--- config.mk ---
export PLATFORM = sky130hd
export DESIGN_NAME = dac_serial_ctrl
export DESIGN_NICKNAME = d
export VERILOG_FILES = /design/src/shared/dac_serial_pkg.sv /design/src/rtl/dac_channel_regs.sv /design/src/rtl/dac_serial_ctrl.sv
export SDC_FILE = /design/constraint.sdc
export NUM_CORES = 1
export LEC_CHECK = 0
export ABC_CLOCK_PERIOD_IN_PS = 7400
export BUFFER_PORTS_ARGS = -buffer_cell sky130_fd_sc_hd__buf_2
export CORE_MARGIN = 5
export CORE_UTILIZATION = 45
export DETAILED_ROUTE_END_ITERATION = 10
export RECOVER_POWER = 100
export SETUP_SLACK_MARGIN = 0.5
export SYNTH_ARGS = -nofsm -noshare
export SYNTH_HDL_FRONTEND = slang
export SYNTH_SLANG_ARGS = --single-unit
--- constraint.sdc ---
create_clock -name ref_clk -period 7.4 [get_ports ref_clk]
set_clock_uncertainty 0.2 [all_clocks]
set_input_delay 0.74 -clock ref_clk [delete_from_list [all_inputs] [get_ports ref_clk]]
set_output_delay 0.74 -clock ref_clk [all_outputs]
set_load 0.02 [all_outputs]
--- src/shared/dac_serial_pkg.sv ---
/*
 * Constants for the dual-channel serial DAC command logic: frame layout,
 * command codes, power modes, timing counts and reset values.
 * Assumes a 250 MHz core clock that samples the serial pins.
 */
// What this block does
// Command 1000 bit 0 sets chain mode
// Chain mode shifts overflow bits to serial_out
// Serial output changes on rising serial clock
// Host sends 24 clocks per chained device
// Odd-length frames still execute on frame end
// Frame end latches word, blocks further bits
// Free-running clock only with exact frame hold
// Command 1001 selects channel register readback
// Readback drives serial_out even when standalone
// Zero or several address bits read channel A
// Next frame shifts out readback register
// Command 0100 sets per-channel power modes
// Power mode decode: normal, 1k, 100k, hi-Z
// DAC register kept and writable while powered down
// Power-up recovery takes about 4.5 us
// Input register then DAC register per channel
// Load strobe low: 0001 updates DAC too
// Load strobe falling edge copies both channels; edges while frame select is low are ignored
// 24-bit frame: command, address, data, MSB first
// Sample serial_in on falling serial clock
// Command 0011 writes and updates DAC directly
// Serial output undriven when standalone and idle
package dac_serial_pkg;

    ////////////////////////////////////////////////////////////////////////
    // Frame layout
    localparam int FRAME_BITS = 24;
    localparam int CMD_MSB = 23;
    localparam int CMD_LSB = 20;
    localparam int ADDR_B_BIT = 19;
    localparam int ADDR_A_BIT = 16;
    localparam int DATA_MSB = 15;
    localparam int DATA_LSB = 6;
    localparam int CODE_BITS = 10;
    localparam int CHAIN_BIT = 0;
    localparam int PWR_B_MSB = 7;
    localparam int PWR_B_LSB = 6;
    localparam int PWR_A_MSB = 1;
    localparam int PWR_A_LSB = 0;
    localparam int READ_FIELD_BITS = 16;

    ////////////////////////////////////////////////////////////////////////
    // Command codes
    localparam logic [3:0] CMD_NOP = 4'h0;
    localparam logic [3:0] CMD_WRITE_INPUT = 4'h1;
    localparam logic [3:0] CMD_UPDATE_DAC = 4'h2;
    localparam logic [3:0] CMD_WRITE_UPDATE = 4'h3;
    localparam logic [3:0] CMD_POWER = 4'h4;
    localparam logic [3:0] CMD_CHAIN = 4'h8;
    localparam logic [3:0] CMD_READBACK = 4'h9;

    // Power mode encodings
    localparam logic [1:0] PWR_NORMAL = 2'h0;
    localparam logic [1:0] PWR_1K = 2'h1;
    localparam logic [1:0] PWR_100K = 2'h2;
    localparam logic [1:0] PWR_HIZ = 2'h3;

    ////////////////////////////////////////////////////////////////////////
    // Timing
    localparam int CLK_MHZ = 250;
    localparam int WAKE_NS = 4500;  // 4.5 us power-up recovery
    localparam int WAKE_CYCLES = (WAKE_NS * CLK_MHZ) / 1000;

    // Reset values
    localparam logic CHAIN_RESET = 1'b0;
    localparam logic [1:0] PWR_RESET = 2'h0;
    localparam logic [9:0] CODE_RESET = 10'h000;

endpackage : dac_serial_pkg

--- src/rtl/dac_channel_regs.sv ---
/*
 * Double-buffered register pair of both channels: input register and
 * DAC register each, with a registered readback port.
 * Assumes strobes come from the command logic on the same clock.
 */
module dac_channel_regs #(
    parameter int WIDTH = 10
) (
    input wire logic ref_clk,
    input wire logic rstn,
    input wire logic [1:0] in_we,      // Write input register per channel
    input wire logic [1:0] dac_we,     // Write DAC register with wr_data
    input wire logic [1:0] copy_en,    // Copy input to DAC register
    input wire logic [WIDTH-1:0] wr_data,
    input wire logic rd_sel_b,         // Readback channel select
    output logic [WIDTH-1:0] rd_data,  // Registered readback
    output logic [2*WIDTH-1:0] dac_codes
);

    typedef struct packed {
        logic [1:0][WIDTH-1:0] inp;
        logic [1:0][WIDTH-1:0] dac;
        logic [WIDTH-1:0] rd;
    } regs_s;

    regs_s q, d;

    ////////////////////////////////////////////////////////////////////////
    // Next state: writes win over copies for the same channel
    always_comb
    begin
        d = q;
        for (int i = 0; i < 2; i++)
        begin
            if (in_we[i])
                d.inp[i] = wr_data;
            if (dac_we[i])
                d.dac[i] = wr_data;
            else if (copy_en[i])
                d.dac[i] = q.inp[i];
        end
        d.rd = rd_sel_b ? q.dac[1] : q.dac[0];
    end

    // State register
    always_ff @(posedge ref_clk)
    begin
        if (!rstn)
            q <= '0;
        else
            q <= d;
    end

    assign rd_data = q.rd;
    assign dac_codes = {q.dac[1], q.dac[0]};
endmodule : dac_channel_regs

--- src/rtl/dac_serial_ctrl.sv ---
/*
 * Serial command logic of a dual 10-bit DAC: frame shift register, command
 * decode, chain mode, readback, power modes and load strobe handling.
 * Assumes serial pins are asynchronous to ref_clk; serial clock is at least
 * four times slower than ref_clk so its edges can be found by sampling.
 */
module dac_serial_ctrl (
    input wire logic ref_clk,
    input wire logic rstn,
    input wire logic frame_n,          // Frame select, active low
    input wire logic sclk,             // Serial clock pin
    input wire logic serial_in,
    input wire logic load_strobe_n,
    output logic serial_out,
    output logic serial_out_oe_n,      // Low while driving serial_out
    output logic [19:0] dac_codes,     // {channel B, channel A}
    output logic [1:0] chan_a_power_mode,
    output logic [1:0] chan_b_power_mode,
    output logic chain_mode_bit,
    output logic [1:0] chan_ready      // Output valid per channel {B, A}
);

    localparam int FB = dac_serial_pkg::FRAME_BITS;
    localparam int CW = dac_serial_pkg::CODE_BITS;
    localparam int WC = dac_serial_pkg::WAKE_CYCLES;

    typedef enum logic [1:0] {
        ST_IDLE = 2'h0,   // Frame select high
        ST_SHIFT = 2'h1,  // Frame select low, taking bits
        ST_EXEC = 2'h3    // One cycle of command execution
    } frame_e;

    typedef struct packed {
        logic [2:0] fs_sync;      // Frame select synchroniser + history
        logic [2:0] ck_sync;      // Serial clock synchroniser + history
        logic [1:0] di_sync;      // Serial data synchroniser
        logic [2:0] ld_sync;      // Load strobe synchroniser + history
        frame_e st;
        logic [FB-1:0] shreg;     // Frame shift register
        logic [FB-1:0] word;      // Word latched at frame end
        logic chain;              // Chain mode enable
        logic rd_armed;           // Readback pending for next frame
        logic rd_active;          // Readback frame in progress
        logic rd_sel_b;           // Readback channel
        logic [FB-1:0] rd_shift;  // Readback shift-out image
        logic so;                 // Serial out level
        logic so_oe_n;
        logic [1:0] pa;           // Channel A power mode
        logic [1:0] pb;           // Channel B power mode
        logic [1:0][12:0] wake;   // Recovery countdown per channel
        logic [1:0] ready;
    } state_s;

    state_s q, d;

    // Strobes into the register pair
    logic [1:0] in_we, dac_we, copy_en;
    logic [CW-1:0] rd_data;
    logic [2*CW-1:0] codes;

    // Address field decode shared by several commands
    function automatic logic [1:0] chan_sel(input logic [FB-1:0] w);
        chan_sel = {w[dac_serial_pkg::ADDR_B_BIT],
                    w[dac_serial_pkg::ADDR_A_BIT]};
    endfunction : chan_sel

    ////////////////////////////////////////////////////////////////////////
    // Edge flags from the second and third synchroniser stages
    logic sck_fall, sck_rise, fs_rise, fs_fall, ld_fall;
    logic frame_low;
    always_comb
    begin
        sck_fall = q.ck_sync[2] && !q.ck_sync[1];
        sck_rise = !q.ck_sync[2] && q.ck_sync[1];
        fs_rise = !q.fs_sync[2] && q.fs_sync[1];
        fs_fall = q.fs_sync[2] && !q.fs_sync[1];
        ld_fall = q.ld_sync[2] && !q.ld_sync[1];
        frame_low = !q.fs_sync[1];
    end

    ////////////////////////////////////////////////////////////////////////
    // Next-state logic
    logic [3:0] cmd;
    logic [1:0] sel;
    always_comb
    begin
        d = q;
        in_we = 2'h0;
        dac_we = 2'h0;
        copy_en = 2'h0;
        cmd = q.word[dac_serial_pkg::CMD_MSB:dac_serial_pkg::CMD_LSB];
        sel = chan_sel(q.word);

        // Pin synchronisers: first stage read only by the second
        d.fs_sync = {q.fs_sync[1:0], frame_n};
        d.ck_sync = {q.ck_sync[1:0], sclk};
        d.di_sync = {q.di_sync[0], serial_in};
        d.ld_sync = {q.ld_sync[1:0], load_strobe_n};

        // Deferred update on load strobe falling edge while frame select is high, both channels
        if (ld_fall && !frame_low)
            copy_en = 2'h3;

        case (q.st)
            ST_IDLE:
            begin
                if (fs_fall)
                begin
                    d.st = ST_SHIFT;
                    if (q.rd_armed)
                    begin
                        // Readback image: 4 filler bits then 16-bit field
                        d.rd_active = 1'b1;
                        d.rd_armed = 1'b0;
                        d.rd_shift = {4'h0, rd_data, 6'h00, 4'h0};
                        d.so = 1'b0;
                        d.so_oe_n = 1'b0;
                    end
                    else if (q.chain)
                    begin
                        d.so_oe_n = 1'b0;
                    end
                end
            end
            ST_SHIFT:
            begin
                if (sck_fall)
                    d.shreg = {q.shreg[FB-2:0], q.di_sync[1]};
                if (sck_rise)
                begin
                    // Update output on rising edge, stable for next fall
                    if (q.rd_active)
                    begin
                        d.so = q.rd_shift[FB-1];
                        d.rd_shift = {q.rd_shift[FB-2:0], 1'b0};
                    end
                    else if (q.chain)
                        d.so = q.shreg[FB-1];
                end
                if (fs_rise)
                begin
                    // Any bit count is a valid frame
                    d.word = q.shreg;
                    d.st = ST_EXEC;
                end
            end
            ST_EXEC:
            begin
                d.st = ST_IDLE;
                d.rd_active = 1'b0;
                d.so_oe_n = 1'b1;
                d.so = 1'b0;
                case (cmd)
                    dac_serial_pkg::CMD_WRITE_INPUT:
                    begin
                        in_we = sel;
                        if (!q.ld_sync[1])
                            dac_we = sel;
                    end
                    dac_serial_pkg::CMD_UPDATE_DAC:
                        // Keep a deferred copy that lands in this cycle
                        copy_en = copy_en | sel;
                    dac_serial_pkg::CMD_WRITE_UPDATE:
                    begin
                        in_we = sel;
                        dac_we = sel;
                    end
                    dac_serial_pkg::CMD_POWER:
                    begin
                        // Address bits are don't care: both fields apply
                        d.pa = q.word[dac_serial_pkg::PWR_A_MSB:
                                      dac_serial_pkg::PWR_A_LSB];
                        d.pb = q.word[dac_serial_pkg::PWR_B_MSB:
                                      dac_serial_pkg::PWR_B_LSB];
                    end
                    dac_serial_pkg::CMD_CHAIN:
                        d.chain = q.word[dac_serial_pkg::CHAIN_BIT];
                    dac_serial_pkg::CMD_READBACK:
                    begin
                        d.rd_armed = 1'b1;
                        d.rd_sel_b = (sel == 2'h2);
                    end
                    default:
                    begin
                    end
                endcase
            end
            default:
                d.st = ST_IDLE;
        endcase

        // Recovery countdown when leaving power-down
        for (int i = 0; i < 2; i++)
        begin
            if ((i == 0 ? d.pa : d.pb) != dac_serial_pkg::PWR_NORMAL)
            begin
                d.ready[i] = 1'b0;
                d.wake[i] = 13'(WC);
            end
            else if (q.wake[i] != 13'h0000)
            begin
                d.wake[i] = q.wake[i] - 13'h0001;
                d.ready[i] = (q.wake[i] == 13'h0001);
            end
            else
                d.ready[i] = 1'b1;
        end
    end

    ////////////////////////////////////////////////////////////////////////
    // State register
    always_ff @(posedge ref_clk)
    begin
        if (!rstn)
        begin
            q <= '0;
            q.fs_sync <= 3'h7;
            q.ck_sync <= 3'h7;
            q.ld_sync <= 3'h7;
            q.st <= ST_IDLE;
            q.chain <= dac_serial_pkg::CHAIN_RESET;
            q.so_oe_n <= 1'b1;
            q.pa <= dac_serial_pkg::PWR_RESET;
            q.pb <= dac_serial_pkg::PWR_RESET;
            q.ready <= 2'h3;
        end
        else
            q <= d;
    end

    // Channel register pair with registered readback
    dac_channel_regs #(
        .WIDTH(CW)
    ) u_regs (
        .ref_clk(ref_clk),
        .rstn(rstn),
        .in_we(in_we),
        .dac_we(dac_we),
        .copy_en(copy_en),
        .wr_data(q.word[dac_serial_pkg::DATA_MSB:dac_serial_pkg::DATA_LSB]),
        .rd_sel_b(q.rd_sel_b),
        .rd_data(rd_data),
        .dac_codes(codes)
    );

    // Outputs straight from flip-flops
    logic [2*CW-1:0] codes_q;
    always_ff @(posedge ref_clk)
    begin
        if (!rstn)
            codes_q <= '0;
        else
            codes_q <= codes;
    end

    assign dac_codes = codes_q;
    assign serial_out = q.so;
    assign serial_out_oe_n = q.so_oe_n;
    assign chan_a_power_mode = q.pa;
    assign chan_b_power_mode = q.pb;
    assign chain_mode_bit = q.chain;
    assign chan_ready = q.ready;

    // Own count of cycles since channel A left power-down; a counter
    // because the recovery is far too long for a plain delay
    logic [12:0] wake_cnt_q;
    always_ff @(posedge ref_clk)
    begin
        if (!rstn)
            wake_cnt_q <= 13'(WC - 1);
        else if (q.pa != dac_serial_pkg::PWR_NORMAL)
            wake_cnt_q <= 13'h0000;
        else if (!q.ready[0])
            wake_cnt_q <= wake_cnt_q + 13'h0001;
    end
endmodule : dac_serial_ctrl

==> results.sh <==
export IMPL_rsz0062_at_grt="no"
export IMPL_io_pins=35
export IMPL_grt_pass1_wl_um=24400
export IMPL_busiest_layer="met2"
export IMPL_port_buffers=34
export IMPL_finalPower_w=0.00239
export IMPL_ys_types=52
export IMPL_ff2ff_setup_slack_ns=4.23
export IMPL_rr_startpoint="q[110]"
export IMPL_p_seq_frac=0.441
export IMPL_endpoint="q[3]"
export IMPL_power_density_mw_per_mm2=311
export IMPL_worst_pin_slew_ns=2.34
export IMPL_syn_avg_cell_area_um2=8.69
export IMPL_dp_hpwl_um=9520
export IMPL_fmax_ghz=0.229
export IMPL_postCtsSetupRepairBufs=0
export IMPL_hold_class="flop to flop"
export IMPL_final_nets=807
export IMPL_worst_ep_arrival_time_ns=4.52
export IMPL_cp_max_fo=86
export IMPL_yosys_top_cells_area="dfxtp_1 52%, nand2_1 8.5%, a21oi_1 7.7%"
export IMPL_maxCapViolCount=1
export IMPL_grtUsageMet3=0.0468
export IMPL_grtUsageTotal=0.167
export IMPL_grt_use_met1=0.235
export IMPL_gr_total_overflow=0
export IMPL_placed_area_mm2=0.00710
export IMPL_cp_end_kind="flop"
export IMPL_report_final_slew_viol_count=64
export IMPL_met2_usage=0.252
export IMPL_r2r_end="u_regs.dac_codes[5]"
export IMPL_min_period_ns=4.37
export IMPL_initial_core_util=0.456
export IMPL_synth_edff_count=0
export IMPL_design_area_mm2=0.00769
export IMPL_crit_start="rstn"
export IMPL_setup_viol=0
export IMPL_area_growth_syn_to_layout_pct=11.8
export IMPL_violations="max-capacitance violations, max-slew violations"
export IMPL_worstSetupStartpointType="input port"
export IMPL_clk_latency_ns=0.43
export IMPL_die_y_um=134
export IMPL_fp_row_count=45
export IMPL_die_area_mm2=0.0179
export IMPL_p_int_w=0.00174
export IMPL_cts_resized_gates=0
export IMPL_irDropWorstVdd_mv=0.174
export IMPL_first_global_vias=4904
export IMPL_htreeDepth=4
export IMPL_yosysTopAreaCellShare=0.515
export IMPL_ff2ff_path_depth=4
export IMPL_synth_main_ff_cell="dfxtp_1"
export IMPL_wire_per_inst_um=14.4
export IMPL_tns_ns=0
export IMPL_layout_drive_gt1_share=0.0669
export IMPL_synthCells=792
export IMPL_layout_common_cells="177 x dfxtp_1, 155 x nand2_1, 106 x a21oi_1"
export IMPL_finalHoldViolCount=0
export IMPL_cp_required_ns=7.55
export IMPL_relSlewSlack=-0.561
export IMPL_firstDrtPassIters=5
export IMPL_cts_root_buf="clkbuf_16"
export IMPL_cts_buffers=17
export IMPL_vias_per_cell=5.35
export IMPL_ys_seq_area_frac=0.515
export IMPL_ys_seq_elements=177
export IMPL_async_flop_share=0
export IMPL_vias=5322
export IMPL_drt_initial_drc_count=412
export IMPL_p_clk_frac=0.396
export IMPL_synth_area_leader_cell="dfxtp_1"
export IMPL_netlist_area_mm2=0.00688
export IMPL_final_util=0.510
export IMPL_yosysWarnings=0
export IMPL_p_leak_nw=2.70
export IMPL_ant_nets=0
export IMPL_power_switching_w=0.000654
export IMPL_core_mm2=0.0151
export IMPL_cts_sinks=177
export IMPL_postCtsHoldBufs=0
export IMPL_die_width_um=134
export IMPL_path_class="input port to flop"
export IMPL_swShare=0.274
export IMPL_finalCritPeriodShare=0.591
export IMPL_combPwrFrac=0.163
export IMPL_totalWireLength_um=14300
export IMPL_fin_hold_ws_ns=0.207
export IMPL_cts_buffer_depth=2
export IMPL_cts_tree="yes"
export IMPL_grt_start_max_net_pins=87
export IMPL_synth_nets=804
export IMPL_antenna_found_initial=0
export IMPL_drc=0
export IMPL_diodes=0
export IMPL_status="finished, violations left"
export IMPL_cts_clk_slew_worst_paths_ns=0.06
export IMPL_gp_congestion=0.790
export IMPL_layout_commonest_cell="dfxtp_1"
==> cell families after synthesis <==
logic type / Yosys count / synth area share
compound gates: 185 / 0.155
xor+xnor: 2 / 0.00255
fa+ha+maj: 6 / 0.0109
buf+inv: 68 / 0.0406
flops: 177 / 0.515
mux: 34 / 0.0497
simple gates: 320 / 0.226
==> final cells by class <==
type / count / area [µm²]
tap: 188 / 235
fill: 1461 / 7400
clock buffer: 18 / 439
timing repair buffer: 41 / 183
sequential: 177 / 3540
clock inverter: 13 / 186
inverter: 11 / 41.3
multi-input combinational: 547 / 3060
==> power groups by stage <==
stage / clock network (W) / registers, W / logic [W]
after global routing: 0.00101 / 0.00106 / 0.000444
after global placement: 0 / 0.00107 / 0.000376
after floorplan: 0 / 0.00106 / 0.000331
final: 0.000948 / 0.00106 / 0.000389
after detailed placement: 0 / 0.00108 / 0.000389
after CTS: 0.000969 / 0.00105 / 0.000390
==> registers in the layout, indices dropped and copies added, names as in the netlist, 4 cells and up <==
signal / count
q: 87
dac_codes: 20
u_regs.dac_codes: 20
u_regs.q: 20
u_regs.rd_data: 10
d: 7
cmd: 4
==> critical path: stages <==
cell	delay, ns
buf_2	0.07
clkbuf_1	1.65
inv_1	0.80
buf_4	0.62
a21o_1	0.39
a211oi_1	0.19
==> worst min-delay path by stage <==
| stage | slack, ns | cells past startpoint | startpoint | to |
|---|---|---|---|---|
| floorplan | 0.19 | 1 | d[113] | d[114] |
| global placement | 0.20 | 1 | d[118] | d[119] |
| detailed placement | 0.19 | 1 | d[118] | d[119] |
| CTS | 0.21 | 1 | d[118] | d[119] |
| global route | 0.23 | 1 | d[113] | d[114] |
| finish | 0.21 | 1 | d[113] | d[114] |
==> cells in the mapped netlist (2+ instances only) <==
| master | instances |
|---|---|
| or4_1 | 11 |
| buf_1 | 4 |
| a31oi_1 | 4 |
| or3b_2 | 3 |
| o31ai_1 | 7 |
| and3b_1 | 2 |
| ha_1 | 6 |
| or3_1 | 10 |
| clkbuf_1 | 46 |
| or4b_2 | 2 |
| and3_1 | 3 |
| nor4_1 | 6 |
| nand3b_1 | 3 |
| nor2_1 | 35 |
| a311oi_1 | 9 |
| nor3_1 | 10 |
| inv_1 | 11 |
| nand3_1 | 13 |
| a21oi_1 | 106 |
| and4_1 | 2 |
| o21ai_0 | 34 |
| nand2_1 | 155 |
| nand4_1 | 5 |
| nor3b_1 | 4 |
| nor2b_1 | 6 |
| dfxtp_1 | 177 |
| a211oi_1 | 2 |
| o31a_1 | 3 |
| nand2b_1 | 22 |
| and2_1 | 24 |
| mux2i_1 | 33 |
| o41ai_1 | 3 |
| buf_4 | 6 |
| o211ai_1 | 2 |
| o21a_1 | 6 |
==> through the flow <==
step / setup WS, ns / instances
2_1_floorplan: 5.04 / 792
3_3_place_gp: 4.46 / 964
3_5_place_dp: 4.32 / 964
4_1_cts: 4.31 / 995
5_1_grt: 2.47 / 995
6_report: 3.03 / 995
==> layer usage <==
metal,vias to the layer above,share of wire
li1,2745,-
met5,-,0
met3,15,0.040
met4,0,0.0083
met1,2490,0.50
met2,72,0.46
Power figures use the tool's default switching activity.
